--- config.mk ---
export PLATFORM = sky130hd
export DESIGN_NAME = asa_alarm_status_aggregator
export DESIGN_NICKNAME = d
export VERILOG_FILES = /design/src/asa_pkg.sv /design/src/asa_alarm_filter.sv /design/src/asa_alarm_status_aggregator.sv
export VERILOG_INCLUDE_DIRS = /design/src
export SDC_FILE = /design/constraint.sdc
export NUM_CORES = 1
export LEC_CHECK = 0
export BUFFER_PORTS_ARGS = -buffer_cell sky130_fd_sc_hd__buf_2
export CAP_MARGIN = 15
export CORE_MARGIN = 4
export CORE_UTILIZATION = 30
export CTS_CLUSTER_DIAMETER = 30
export CTS_CLUSTER_SIZE = 25
export DETAILED_ROUTE_END_ITERATION = 12
export GPL_ROUTABILITY_DRIVEN = 0
export MAX_ROUTING_LAYER = met4
export PLACE_DENSITY = 0.48
export SETUP_SLACK_MARGIN = 0.15
export SLEW_MARGIN = 20
export SYNTH_ARGS = -nofsm -noshare
export SYNTH_HDL_FRONTEND = slang
export SYNTH_SLANG_ARGS = --single-unit
--- constraint.sdc ---
create_clock -name mclk -period 1.7 [get_ports mclk]
set_input_delay 0.255 -clock mclk [delete_from_list [all_inputs] [get_ports mclk]]
set_output_delay 0.255 -clock mclk [all_outputs]
set_load 0.05 [all_outputs]
--- src/asa_params.svh ---
`ifndef ASA_PARAMS_SVH
`define ASA_PARAMS_SVH

// ===========================================
// Sizes and timing
`define ASA_NUM_OUTPUTS     12
`define ASA_NUM_ALARM_PINS  3
`define ASA_FILTER_TIME_NS  40
`define ASA_CLK_PERIOD_NS   4
`define ASA_FILTER_CYCLES   ((`ASA_FILTER_TIME_NS + `ASA_CLK_PERIOD_NS - 1) / `ASA_CLK_PERIOD_NS)

// ===========================================
// Query answer field positions
`define ASA_QRY_SRC_A_BIT   1
`define ASA_QRY_SRC_B_BIT   0

`endif

--- src/asa_pkg.sv ---
package asa_pkg;
  typedef enum logic {ASA_SEL_A, ASA_SEL_B} asa_sel_t;
  typedef enum logic [1:0] {ASA_ST_AUTO_A, ASA_ST_AUTO_B, ASA_ST_MANUAL} asa_state_t;
endpackage

--- src/asa_alarm_filter.sv ---
`timescale 1ns/1ps
`include "asa_params.svh"

// Two-stage synchroniser followed by a stability filter on one active-low line
module asa_alarm_filter #(
  parameter int CYCLES = `ASA_FILTER_CYCLES
) (
  input  wire logic mclk,
  input  wire logic sys_rst,
  input  wire logic line_n,
  output logic      alarm
);
  logic       sync1_ff;
  logic       sync2_ff;
  logic       nxt_sync1;
  logic       nxt_sync2;
  logic [7:0] cnt_ff;
  logic [7:0] nxt_cnt;
  logic       alarm_ff;
  logic       nxt_alarm;

  // ===========================================
  // Synchroniser and filter
  always_comb begin
    nxt_sync1 = line_n;
    nxt_sync2 = sync1_ff;
    nxt_cnt   = cnt_ff;
    nxt_alarm = alarm_ff;
    // Low level means alarm; a change must hold CYCLES clocks before it counts
    if ((~sync2_ff) == alarm_ff) begin
      nxt_cnt = 8'h00;
    end else if (cnt_ff == 8'(CYCLES - 1)) begin
      nxt_cnt   = 8'h00;
      nxt_alarm = ~sync2_ff;
    end else begin
      nxt_cnt = cnt_ff + 8'h01;
    end
  end

  always_ff @(posedge mclk) begin
    if (sys_rst) begin
      sync1_ff <= 1'b1;
      sync2_ff <= 1'b1;
      cnt_ff   <= 8'h00;
      alarm_ff <= 1'b0;
    end else begin
      sync1_ff <= nxt_sync1;
      sync2_ff <= nxt_sync2;
      cnt_ff   <= nxt_cnt;
      alarm_ff <= nxt_alarm;
    end
  end

  assign alarm = alarm_ff;
endmodule // asa_alarm_filter

--- src/asa_alarm_status_aggregator.sv ---
`timescale 1ns/1ps
`include "asa_params.svh"

// What this block does
// Alarm outputs all high without alarm, all low together with any alarm
// Alarm outputs always match the front-panel alarm lamp
// Sources hold alarm lines high normally, low means alarm
// Input A source reports on first alarm line, input B on second
// Source A alarm selects input B, raises alarm, records first-line flag
// Source B alarm selects away from B, raises alarm, records second-line flag
// Query answers both source flags, first line first
// Alarm on faulty output, no input signal, or any source alarm
// Input presence lamps follow valid signal detection
// Twelve output lamps, each lit only while its output works
// Power lamp follows supply presence only, no serial control
// One input at a time, A preferred, automatic switch on loss
// After failover stay on B until B fails with A good, auto disabled with A chosen, or A selected and auto re-enabled
// Source alarm lines synchronised two-stage and stability filtered
module asa_alarm_status_aggregator #(
  parameter int NUM_OUTPUTS = `ASA_NUM_OUTPUTS,
  parameter int NUM_PINS    = `ASA_NUM_ALARM_PINS,
  parameter int FILTER_CYC  = `ASA_FILTER_CYCLES
) (
  input  wire logic                   mclk,
  input  wire logic                   sys_rst,
  input  wire logic [1:0]             source_alarm_in_n,
  input  wire logic [1:0]             input_present,
  input  wire logic [NUM_OUTPUTS-1:0] output_ok,
  input  wire logic                   supply_present,
  input  wire logic                   input_select_cmd,
  input  wire logic                   input_select_b,
  input  wire logic                   auto_switch_enable_cmd,
  input  wire logic                   auto_switch_on,
  input  wire logic                   source_alarm_query,
  output logic [NUM_PINS-1:0]         alarm_status_out_n,
  output logic                        alarm_lamp,
  output logic [1:0]                  input_lamp,
  output logic [NUM_OUTPUTS-1:0]      output_lamp,
  output logic                        power_lamp,
  output logic                        select_b,
  output logic                        auto_switch_active,
  output logic                        query_valid,
  output logic [1:0]                  query_flags
);
  logic [1:0]             pres_s1_ff;
  logic [1:0]             pres_ff;
  logic [NUM_OUTPUTS-1:0] ok_s1_ff;
  logic [NUM_OUTPUTS-1:0] ok_ff;
  logic [1:0]             src_alarm;
  logic                   alarm_any;
  asa_pkg::asa_state_t    state_ff;
  asa_pkg::asa_state_t    nxt_state;
  asa_pkg::asa_sel_t      man_sel_ff;
  asa_pkg::asa_sel_t      nxt_man_sel;
  logic                   alarm_ff;
  logic                   nxt_alarm;
  logic                   qv_ff;
  logic                   nxt_qv;
  logic [1:0]             qf_ff;
  logic [1:0]             nxt_qf;
  logic [1:0]             nxt_pres_s1;
  logic [1:0]             nxt_pres;
  logic [NUM_OUTPUTS-1:0] nxt_ok_s1;
  logic [NUM_OUTPUTS-1:0] nxt_ok;
  // Status outputs are registered so lamps never see decode glitches
  logic                   sel_b_ff;
  logic                   nxt_sel_b;
  logic                   auto_act_ff;
  logic                   nxt_auto_act;

  // ===========================================
  // Source alarm lines
  // One filter per source line; a source may bounce while it changes state
  genvar g;
  generate
    for (g = 0; g < 2; g++) begin : g_src
      asa_alarm_filter #(
        .CYCLES (FILTER_CYC)
      ) u_filt (
        .mclk    (mclk),
        .sys_rst (sys_rst),
        .line_n  (source_alarm_in_n[g]),
        .alarm   (src_alarm[g])
      );
    end
  endgenerate

  // ===========================================
  // Detector levels arrive from analog sense circuits, so synchronise them
  // Only the second stage is read; the first may still be settling
  always_comb begin
    nxt_pres_s1 = input_present;
    nxt_pres    = pres_s1_ff;
    nxt_ok_s1   = output_ok;
    nxt_ok      = ok_s1_ff;
  end

  always_ff @(posedge mclk) begin
    if (sys_rst) begin
      pres_s1_ff <= 2'h0;
      pres_ff    <= 2'h0;
      ok_s1_ff   <= '0;
      ok_ff      <= '0;
    end else begin
      pres_s1_ff <= nxt_pres_s1;
      pres_ff    <= nxt_pres;
      ok_s1_ff   <= nxt_ok_s1;
      ok_ff      <= nxt_ok;
    end
  end

  // Any single cause is enough; the lamp does not say which one
  assign alarm_any = (~&ok_ff) | (pres_ff == 2'h0) | (|src_alarm);

  // ===========================================
  // Input selection
  always_comb begin
    nxt_state   = state_ff;
    nxt_man_sel = man_sel_ff;
    if (input_select_cmd) begin
      nxt_man_sel = input_select_b ? asa_pkg::ASA_SEL_B : asa_pkg::ASA_SEL_A;
    end
    unique case (state_ff)
      asa_pkg::ASA_ST_AUTO_A: begin
        // A fails by loss of signal or its source alarm, and B has signal; B's source alarm is not checked
        if ((!pres_ff[0] || src_alarm[0]) && pres_ff[1]) begin
          nxt_state = asa_pkg::ASA_ST_AUTO_B;
        end
      end
      asa_pkg::ASA_ST_AUTO_B: begin
        // Recovery of A alone does not bring us back
        if ((!pres_ff[1] || src_alarm[1]) && pres_ff[0] && !src_alarm[0]) begin
          nxt_state = asa_pkg::ASA_ST_AUTO_A;
        end
      end
      asa_pkg::ASA_ST_MANUAL: ;
      // The fourth code is unreachable; fall back to the preferred input
      default: nxt_state = asa_pkg::ASA_ST_AUTO_A;
    endcase
    if (auto_switch_enable_cmd) begin
      if (!auto_switch_on) begin
        nxt_state = asa_pkg::ASA_ST_MANUAL;
      end else begin
        // Re-enabling auto starts from the manually chosen input
        nxt_state = (nxt_man_sel == asa_pkg::ASA_SEL_A) ? asa_pkg::ASA_ST_AUTO_A
                                                        : asa_pkg::ASA_ST_AUTO_B;
      end
    end else if (input_select_cmd && state_ff == asa_pkg::ASA_ST_AUTO_B
                 && nxt_man_sel == asa_pkg::ASA_SEL_A) begin
      // Selecting A alone while failed over is not enough to return
      nxt_state = asa_pkg::ASA_ST_AUTO_B;
    end
    // Decoded from the next values so the flops move with the state
    nxt_auto_act = (nxt_state != asa_pkg::ASA_ST_MANUAL);
    nxt_sel_b    = (nxt_state == asa_pkg::ASA_ST_AUTO_B) ||
                   (nxt_state == asa_pkg::ASA_ST_MANUAL && nxt_man_sel == asa_pkg::ASA_SEL_B);
  end

  always_ff @(posedge mclk) begin
    if (sys_rst) begin
      state_ff    <= asa_pkg::ASA_ST_AUTO_A;
      man_sel_ff  <= asa_pkg::ASA_SEL_A;
      sel_b_ff    <= 1'b0;
      auto_act_ff <= 1'b1;
    end else begin
      state_ff    <= nxt_state;
      man_sel_ff  <= nxt_man_sel;
      sel_b_ff    <= nxt_sel_b;
      auto_act_ff <= nxt_auto_act;
    end
  end

  // ===========================================
  // Aggregated alarm
  always_comb begin
    nxt_alarm = alarm_any;
  end

  always_ff @(posedge mclk) begin
    if (sys_rst) begin
      alarm_ff <= 1'b0;
    end else begin
      alarm_ff <= nxt_alarm;
    end
  end

  // ===========================================
  // Query
  // Flags hold between queries so a slow reader sees a steady answer
  always_comb begin
    nxt_qv    = source_alarm_query;
    nxt_qf    = qf_ff;
    if (source_alarm_query) begin
      nxt_qf[`ASA_QRY_SRC_A_BIT] = src_alarm[0];
      nxt_qf[`ASA_QRY_SRC_B_BIT] = src_alarm[1];
    end
  end

  always_ff @(posedge mclk) begin
    if (sys_rst) begin
      qv_ff <= 1'b0;
      qf_ff <= 2'h0;
    end else begin
      qv_ff <= nxt_qv;
      qf_ff <= nxt_qf;
    end
  end

  // ===========================================
  // Outputs
  // All alarm pins share one flop so they can never disagree
  assign alarm_status_out_n = {NUM_PINS{~alarm_ff}};
  assign alarm_lamp         = alarm_ff;
  assign input_lamp         = pres_ff;
  assign output_lamp        = ok_ff;
  // Power lamp is a plain wire from the supply sense, with no register behind it
  assign power_lamp         = supply_present;
  assign select_b           = sel_b_ff;
  assign auto_switch_active = auto_act_ff;
  assign query_valid        = qv_ff;
  assign query_flags        = qf_ff;
endmodule // asa_alarm_status_aggregator

==> results of run 1 <==
-- metal layers --
layer	vias to the layer above	share of wire, %
met5	-	0
met4	0	2.1
met3	8	9.0
met2	45	40
met1	591	49
li1	715	-
-- layout make-up --
cell class / instances / area, um^2
well taps: 77 / 96.3
repair buffers: 47 / 240
inverters: 5 / 18.8
clock buffers: 11 / 151
flip-flops and latches: 59 / 1180
fillers: 648 / 3920
multi-input cells: 116 / 813
clock inverters: 4 / 73.8
-- registers in the layout, summed over array words and instances (netlist names), 2 cells and up --
register,flops
g_src.u_filt.sync2_ff,2
query_flags,2
input_lamp,2
output_lamp,12
g_src.u_filt.nxt_sync2,2
g_src.u_filt.alarm,2
nxt_ok,12
state_ff,2
nxt_pres,2
g_src.u_filt.cnt_ff,16
-- worst reg2reg max path: stages, from the launching register on --
cell     delay [ps]
dfxtp_1         420
ha_1            180
nor4b_4         230
a211o_1         340
nor2_1           90
-- cell usage in the layout (no fill, tap or decap), types with 3 or more instances in the layout --
cell and n:
inv_1 5, dfxtp_1 59, nor2_1 21, clkbuf_8 11
nand3_1 10, nor2b_1 30, a21oi_1 3, ha_1 4
buf_2 45, or2_2 4, xor2_1 12, and3_1 4
-- per-stage QoR --
stage                     power (mW)  hold slack (ps)
after floorplan                 1.64              354
after global placement          1.69              395
after detailed placement        1.69              403
after CTS                       3.12             93.9
after global routing            3.20             99.9
final                           3.08              116
-- report_power, final --
group	internal (mW)	total, mW	leakage, nW	switching (mW)
clock network	0.896	1.42	0.115	0.523
registers	1.43	1.45	0.484	0.0185
logic	0.0735	0.212	0.495	0.138
total	2.40	3.08	1.10	0.679
-- cell families after synthesis --
group | Yosys count
AO/OA/AOI/OAI | 12
XOR/XNOR | 14
adder cells (fa/ha/maj) | 4
buffers and inverters | 13
flip-flops | 59
multiplexers | 3
AND/OR/NAND/NOR | 83
-- worst paths after layout --
| kind | cells after the start | to |
|---|---|---|
| worst min register to register | 1 | g_src[1].u_filt.sync2_ff |
| worst min-delay path | 2 | g_src[1].u_filt.nxt_sync2 |
| worst max-delay path | 4 | g_src[0].u_filt.cnt_ff[2] |
| worst max register to register | 4 | g_src[0].u_filt.cnt_ff[2] |
==> results.py, run 1 <==
metrics = {
    "sta": {
        "skew_ps": 4.03,
        "slew_headroom_pct": 75.7,
        "layout_setup_ws_ps": 332,
        "rsz0062_at_grt": "no",
        "setup_tns_ps": 0,
        "clock.fmax_ghz": 0.731,
        "fin_crit_ps": 1370,
        "fin_crit_sh_pct": 80.5,
        "final_max_slew_viol_count": 0,
        "tightest_slew_ps": 364,
        "setup_viol": 0,
        "hold_viol": 0,
    },
    "drt": {
        "dr.first_iter.drc_count": 51,
        "first_pass_iters": 4,
        "wl_per_cell_um": 11.4,
        "ant_nets": 0,
        "vias": 1359,
        "drc_errors": 0,
        "vias_per_cell": 4.26,
        "totalWireLength_um": 3620,
    },
    "clock_tree": {
        "cts_repair_resize_count": 0,
        "clock_sinks": 59,
        "cts_buffer_depth": 2,
        "post_cts_buffers": 0,
        "clk_pin_slew_ps": 60,
        "cts_buffers": 9,
        "worst_skew_pair.late_latency_ps": 330,
        "htreeDepth": 3,
        "cts_hold_buf": 0,
        "cts_tree": "built",
        "ctsRootBufferMaster": "clkbuf_8",
    },
    "die": {
        "top_level_ports": 48,
        "dieArea_mm2": 0.00824,
        "initial_core_util_pct": 31.7,
        "coreArea_mm2": 0.00649,
        "rows": 29,
        "fp.dieH_um": 90.8,
        "die_x_um": 90.8,
    },
    "logic_synthesis": {
        "synth_flop_cell": "dfxtp_1",
        "yosysMostFrequentCell": "dfxtp_1",
        "synth_area_leaders": "dfxtp_1, nor2b_1, xor2_1",
        "synth-edff-count": 0,
        "seq_area_frac_synth_pct": 57.5,
        "synth-seq-cells": 59,
        "synth-simple-area-share_pct": 24.1,
        "synth_xor_xnor_area_share_pct": 5.96,
        "synth.distinct_cells": 35,
        "yosysWarningCount": 0,
        "synth_fp_nets": 216,
        "synth_top_family_by_area": "simple AND/OR/NAND/NOR gates",
        "synth_top_area_share_pct": 57.5,
        "synthAdderAreaFrac_pct": 2.43,
        "synth_common_cells": "dfxtp_1, nor2b_1, nor2_1",
        "syn_area_mm2": 0.00206,
        "yosys.area.top_type": "dfxtp_1",
        "synth_mux_area_share_pct": 1.52,
        "async_flop_share_pct": 0,
        "syn-instance-count": 188,
        "postSynthAreaPerCell_um2": 10.9,
        "synth_compound_area_share_pct": 5.54,
    },
    "hold_path": {
        "hold_path_class": "in2reg",
        "hold_start": "source_alarm_in_n[1]",
    },
    "final_layout": {
        "final_cells": 319,
        "final_design_area_no_fill_mm2": 0.00257,
        "drive_above_1_share_pct": 30.2,
        "final_core_util_pct": 39.6,
        "areaGrowthSynthToFinish_pct": 25.3,
        "nNetsFinal": 266,
        "antennaDiodeCount": 0,
    },
    "place": {
        "hpwl_um": 2580,
        "port_buffers": 45,
        "place_area_mm2": 0.00235,
        "post-place-cells": 304,
        "preCtsSetupSlack_ps": 333,
    },
    "setup_path": {
        "required_ps": 1920,
        "slowest_stage": "dfxtp_1",
        "crit_start": "g_src[0].u_filt.cnt_ff[0]",
        "path_delay_family": "flip-flops",
        "path_class": "reg2reg",
        "worstPathArrival_ps": 1580,
        "path_cells": "ha_1 > nor4b_4 > a211o_1 > nor2_1",
        "rr_startpoint": "g_src[0].u_filt.cnt_ff[0]",
        "critPathCaptureType": "flip-flop",
        "cpPeakStageDelay_ps": 420,
        "startpoint_type": "flip-flop",
        "ff2ff_setup_slack_ps": 330,
        "crit_path_max_fanout": 8,
        "critPathBufInv": 0,
    },
    "power": {
        "power.density_mw_per_mm2": 1200,
        "p_leak_nw": 1.10,
        "worst_ir_drop_vdd_mv": 0.454,
    },
    "grt": {
        "antenna_found_initial": 0,
        "grtUsageMet1_pct": 11.5,
        "grt_max_degree": 19,
        "use_met3_pct": 5.92,
        "grt_usage_pct": 9.92,
        "grt_busiest_layer": "met2",
        "met2_usage_pct": 13.2,
        "grt_pass1_wl_um": 6080,
        "grt_pass1_vias": 1367,
        "grt-ovfl-total": 0,
    },
    "run": {
        "maxCapViolations": 0,
    },
    "outcome": {
        "status": "complete, no violations",
    },
}
(Power assumes the default switching activity.)
==> run 2: changes to the inputs <==
- ABC_AREA: unset -> 1
- PLACE_DENSITY: 0.48 -> 0.49
- clock period: 1.7 -> 1.2 ns (I/O delays scaled with it)
==> run 2 against run 1 <==
Effect of this change:
- sequential power increased by 42%
- final cell count rose by 33%
- via count grew 24%
- combinational power is 78% higher
- highest routed layer unchanged
- worst hold slack worse by 84 ps
- critical path type is now reg2out
- sequential cell count is the same
- total power rose by 31%
- clock skew up 2.8 ps
==> results.py, run 2 <==
metrics = {
    "logic_synthesis": {
        "synth_top_family_by_area": "simple AND/OR/NAND/NOR gates",
        "synth_area_leaders": "dfxtp_1, nor2_1, inv_1",
        "synth_fp_nets": 290,
        "synth_xor_xnor_area_share_pct": 3.66,
        "syn-instance-count": 262,
        "synth_compound_area_share_pct": 3.49,
        "synth_mux_area_share_pct": 0,
        "seq_area_frac_synth_pct": 54.9,
        "synth_flop_cell": "dfxtp_1",
        "yosysWarningCount": 0,
        "synth-edff-count": 0,
        "synth_common_cells": "dfxtp_1, nor2_1, inv_1",
        "syn_area_mm2": 0.00215,
        "synth-simple-area-share_pct": 23.6,
        "postSynthAreaPerCell_um2": 8.22,
        "yosysMostFrequentCell": "dfxtp_1",
        "async_flop_share_pct": 0,
        "synth-seq-cells": 59,
        "synth_top_area_share_pct": 54.9,
        "synth.distinct_cells": 26,
        "yosys.area.top_type": "dfxtp_1",
        "synthAdderAreaFrac_pct": 2.32,
    },
    "final_layout": {
        "largest-register": "g_src.u_filt.cnt_ff",
        "drive_above_1_share_pct": 43.2,
        "antennaDiodeCount": 0,
        "mostFrequentLayoutCell": "nor2_1",
        "nFillCells": 668,
        "final_design_area_no_fill_mm2": 0.00310,
        "final_cell_mix": "nor2_1, inv_1, dfxtp_1",
        "final_cells": 425,
        "largest_reg_flops": 16,
        "nNetsFinal": 352,
        "areaGrowthSynthToFinish_pct": 43.8,
    },
    "outcome": {
        "status": "complete, no violations",
    },
    "place": {
        "post-place-cells": 403,
        "hpwl_um": 2830,
        "place_area_mm2": 0.00254,
        "port_buffers": 45,
    },
    "drt": {
        "drc_errors": 0,
        "ant_nets": 0,
        "vias": 1679,
        "totalWireLength_um": 3970,
        "wl_per_cell_um": 9.35,
        "first_pass_iters": 4,
        "vias_per_cell": 3.95,
        "dr.first_iter.drc_count": 45,
    },
    "sta": {
        "rsz0062_at_grt": "yes",
        "fin_crit_sh_pct": 95.8,
        "tightest_slew_ps": 251,
        "clock.fmax_ghz": 0.870,
        "setup_viol": 0,
        "fin_crit_ps": 1150,
        "slew_headroom_pct": 83.2,
        "final_max_slew_viol_count": 0,
        "setup_tns_ps": 0,
        "hold_viol": 0,
        "skew_ps": 6.87,
    },
    "setup_path": {
        "required_ps": 1020,
        "ff2ff_setup_slack_ps": 90,
        "crit_path_max_fanout": 3,
        "startpoint_type": "flip-flop",
        "critPathCaptureType": "output port",
        "rr_startpoint": "g_src[0].u_filt.cnt_ff[7]",
        "worstPathArrival_ps": 970,
        "r2r_end": "g_src[0].u_filt.cnt_ff[6]",
        "r2r_cells": 5,
        "path_class": "reg2out",
    },
    "die": {
        "fp.dieH_um": 92.7,
        "rows": 30,
        "dieArea_mm2": 0.00860,
        "coreArea_mm2": 0.00687,
        "die_x_um": 92.7,
        "top_level_ports": 48,
        "initial_core_util_pct": 31.3,
    },
    "clock_tree": {
        "worst_skew_pair.late_latency_ps": 330,
        "htreeDepth": 3,
        "clk_pin_slew_ps": 60,
        "clock_sinks": 59,
        "cts_tree": "built",
        "cts_buffer_depth": 2,
        "cts_buffers": 9,
        "ctsRootBufferMaster": "clkbuf_8",
    },
    "grt": {
        "grt_max_degree": 13,
        "antenna_found_initial": 0,
        "grt_usage_pct": 10.3,
        "grt_pass1_wl_um": 6730,
        "grt-ovfl-total": 0,
        "grt_pass1_vias": 1564,
    },
    "hold_path": {
        "hold_path_class": "in2reg",
        "min_path_cells": 2,
        "whs_endpoint": "g_src[1].u_filt.nxt_sync2",
        "hold_start": "source_alarm_in_n[1]",
    },
    "power": {
        "p_comb_share_pct": 9.3,
        "p_leak_nw": 1.34,
        "clockPowerShare_pct": 39.6,
        "power.density_mw_per_mm2": 1300,
        "p_int_mw": 3.02,
        "power_switching_share_pct": 25.1,
        "worst_ir_drop_vdd_mv": 0.831,
        "p_sw_mw": 1.02,
        "p_seq_share_pct": 51.0,
    },
    "run": {
        "maxCapViolations": 0,
    },
}
-- run 2: changes by cell type after synthesis, sizes merged, moves of 5 or more --
| cell | delta |
|---|---|
| inv | +50 |
| xor2 | -6 |
| nor2 | +39 |
| nor2b | -31 |
| o21ai | +7 |
| clkbuf | -5 |
| nand2 | +28 |
-- run 2: cell families (layout without fill, tap and decap cells) --
kind of cell    count (synthesis)  after routing
xor+xnor                        9              9
compound gates                 14             14
fa+ha+maj                       4              4
flops                          59             59
buf+inv                        63            130
simple gates                  113            113
-- run 2: final cells by class --
cell class                      count  area (um^2)  share of cell area [%]
Sequential cell                    59         1230                    39.8
Multi-Input combinational cell    140          873                    28.2
Timing Repair Buffer               58          475                    15.4
Inverter                           56          218                    7.03
Clock buffer                       12          155                    5.01
Tap cell                           96          120                    3.88
Clock inverter                      4         23.8                   0.768
-- run 2: worst max path at each step --
stage                              startpoint                   endpoint  depth (start not counted)
finish                             alarm_lamp      alarm_status_out_n[0]                          2
global route                       alarm_lamp      alarm_status_out_n[0]                          2
CTS                                alarm_lamp      alarm_status_out_n[0]                          2
detailed placement  g_src[1].u_filt.cnt_ff[1]  g_src[1].u_filt.cnt_ff[6]                          7
global placement    g_src[1].u_filt.cnt_ff[1]  g_src[1].u_filt.cnt_ff[6]                          7
floorplan                          alarm_lamp      alarm_status_out_n[1]                          2
-- run 2: metal layers --
layer | vias up | track usage [%] | wire [um] | share of wire, %
met3 | 6 | 3.57 | 253 | 6.4
met5 | - | - | 0 | 0
met1 | 737 | 12.3 | 1780 | 45
met2 | 39 | 15.0 | 1880 | 47
li1 | 897 | - | - | -
met4 | 0 | 6.23 | 55 | 1.4
-- run 2: per-stage QoR --
step / setup WS (ps) / utilization, % / hold slack, ps / power, mW
after floorplan: 30.3 / - / 274 / 2.35
after global placement: 92.8 / 37.0 / 360 / 2.43
after detailed placement: 68.5 / 37.0 / 360 / 2.43
after CTS: 37.1 / 43.2 / 16.8 / 4.10
after global routing: 6.01 / 45.1 / 24.4 / 4.23
final: 50.9 / 45.1 / 31.7 / 4.04
-- run 2: critical path, stage by stage (launching register included) --
cell,delay [ps]
dfxtp_4,370
clkinvlp_4,110
buf_6,160
-- run 2: timing repair --
item | in CTS | in global routing
hold buffers | 0 | 0
endpoints found under the hold margin | 0 | 0
setup buffers | 2 | 4
endpoints found under the setup margin | 41 | 32
pin swaps | 11 | 10
resized for setup | 72 | 35
-- run 2: power by group through the flow --
stage	clock network [mW]	logic (mW)	registers, mW
after CTS	1.66	0.374	2.06
after detailed placement	0	0.329	2.10
after global placement	0	0.326	2.10
after global routing	1.75	0.412	2.07
final	1.60	0.377	2.06
after floorplan	0	0.140	2.21
==> run 3: changes to the inputs <==
- clock period: 1.2 -> 1 ns (I/O delays scaled with it)
==> run 3 against run 2 <==
Effect of this change:
- largest power group unchanged
- the flow now finishes with violations (setup timing)
- die area stayed put
- via count is 1.0% higher
- critical endpoint unchanged
- critical path type unchanged
- sequential power is 19% higher
- count of clock-buffer cells in the layout is 3 lower
==> results.py, run 3 (synthesized netlist as in run 2, its figures left out) <==
metrics = {
    "outcome": {
        "status": "finished, violations left",
        "failed_checks": "setup timing",
    },
    "setup_path": {
        "slowest_stage": "dfxtp_4",
        "crit_start": "alarm_lamp",
        "critPathCaptureType": "output port",
        "required_ps": 850,
        "path_class": "reg2out",
        "rr_startpoint": "g_src[0].u_filt.cnt_ff[4]",
        "crit_path_max_fanout": 3,
        "worstPathArrival_ps": 990,
        "critPathBufInv": 2,
        "path_delay_family": "flip-flops",
        "path_cells": "clkinvlp_4 > buf_6",
        "cpPeakStageDelay_ps": 370,
        "startpoint_type": "flip-flop",
    },
    "place": {
        "hpwl_um": 2890,
        "place_area_mm2": 0.00272,
        "port_buffers": 45,
        "preCtsSetupSlack_ps": -110,
    },
    "final_layout": {
        "antennaDiodeCount": 0,
        "drive_above_1_share_pct": 47.4,
        "largest-register": "g_src.u_filt.cnt_ff",
        "final_design_area_no_fill_mm2": 0.00328,
        "final_core_util_pct": 47.7,
        "nNetsFinal": 363,
        "largest_reg_flops": 16,
        "mostFrequentLayoutCell": "nor2_1",
        "areaGrowthSynthToFinish_pct": 52.3,
        "final_cell_mix": "nor2_1, inv_1, nand2_1, dfxtp_1, buf_2",
    },
    "clock_tree": {
        "clock_sinks": 59,
        "ctsRootBufferMaster": "clkbuf_8",
        "clk_pin_slew_ps": 70,
        "htreeDepth": 3,
        "worst_skew_pair.late_latency_ps": 330,
        "cts_buffers": 9,
        "cts_tree": "built",
        "cts_buffer_depth": 2,
    },
    "die": {
        "fp.dieH_um": 92.7,
        "top_level_ports": 48,
        "dieArea_mm2": 0.00860,
        "coreArea_mm2": 0.00687,
        "initial_core_util_pct": 31.3,
        "rows": 30,
        "die_x_um": 92.7,
    },
    "power": {
        "worst_ir_drop_vdd_mv": 0.995,
        "p_leak_nw": 1.41,
        "power.density_mw_per_mm2": 1480,
    },
    "sta": {
        "rsz0062_at_grt": "yes",
        "setup_viol": 20,
        "slew_headroom_pct": 82.2,
        "fin_crit_ps": 1140,
        "fin_crit_sh_pct": 114,
        "layout_setup_ws_ps": -136,
        "hold_viol": 0,
        "skew_ps": 5.61,
        "whs_ps": 17.8,
        "final_max_slew_viol_count": 0,
        "clock.fmax_ghz": 0.881,
        "setup_tns_ps": -1220,
        "tightest_slew_ps": 266,
    },
    "grt": {
        "grt_usage_pct": 11.0,
        "grt_max_degree": 26,
        "grt_pass1_wl_um": 7220,
        "grt_pass1_vias": 1634,
        "grt-ovfl-total": 0,
        "antenna_found_initial": 0,
    },
    "hold_path": {
        "hold_path_class": "in2reg",
        "hold_start": "source_alarm_in_n[0]",
    },
    "drt": {
        "wl_per_cell_um": 9.62,
        "ant_nets": 0,
        "totalWireLength_um": 4200,
        "dr.first_iter.drc_count": 43,
        "first_pass_iters": 4,
        "vias": 1696,
        "drc_errors": 0,
        "vias_per_cell": 3.89,
    },
    "run": {
        "maxCapViolations": 0,
    },
}
## run 3: cell types whose count changed in the layout (fill, tap and decap cells not counted), moves of 5 or more
cell	previous run	this run
dfxtp_4	7	16
buf_4	12	20
buf_8	3	20
dfxtp_1	33	28
buf_6	20	5
## run 3: per-layer routing
metal / global-route usage, % / vias to the layer above / part of all wire (%)
li1: - / 918 / -
met1: 12.0 / 730 / 44
met2: 17.6 / 41 / 48
met3: 4.47 / 7 / 6.3
met4: 4.76 / 0 / 1.8
met5: - / - / 0
## run 3: final cells by class
class | instances | area, um^2
clock inverter | 7 | 53.8
tap | 96 | 120
inverter | 56 | 218
fill | 688 | 3590
clock buffer | 9 | 124
multi-input combinational | 140 | 867
timing repair buffer | 69 | 637
sequential | 59 | 1260
## run 3: stage by stage
stage               cells  power [mW]
floorplan             262        2.80
global placement      411        2.91
detailed placement    411        2.91
CTS                   431        4.93
global route          436        5.08
finish                436        4.86
## run 3: power breakdown
| part | switching [mW] | leakage (nW) | internal (mW) |
|---|---|---|---|
| clock network | 0.974 | 0.0780 | 0.904 |
| logic | 0.290 | 0.828 | 0.226 |
| registers | 0.0527 | 0.501 | 2.41 |
## run 3: repair_timing
item | 4_1_cts | 5_1_grt
gates resized for setup | 83 | 19
pin swaps | 11 | 10
hold endpoints to repair | 2 | 0
hold buffers | 2 | 0
gates cloned | 0 | 0
endpoints found under the setup margin | 44 | 47
buffers inserted | 2 | 5
## run 3: final timing paths
path,slack [ps],cells after the start,endpoint
setup / recovery,-140,2,alarm_status_out_n[0]
hold / removal,20,2,g_src[0].u_filt.nxt_sync2
setup reg to reg,-70,7,g_src[0].u_filt.alarm
hold reg to reg,390,2,output_lamp[10]
## run 3: worst register-to-register path, delay by kind of cell, from the launching register on
family	cells	cell delay, ps
buffers and inverters	2	240
flip-flops	1	330
AND/OR/NAND/NOR	5	410
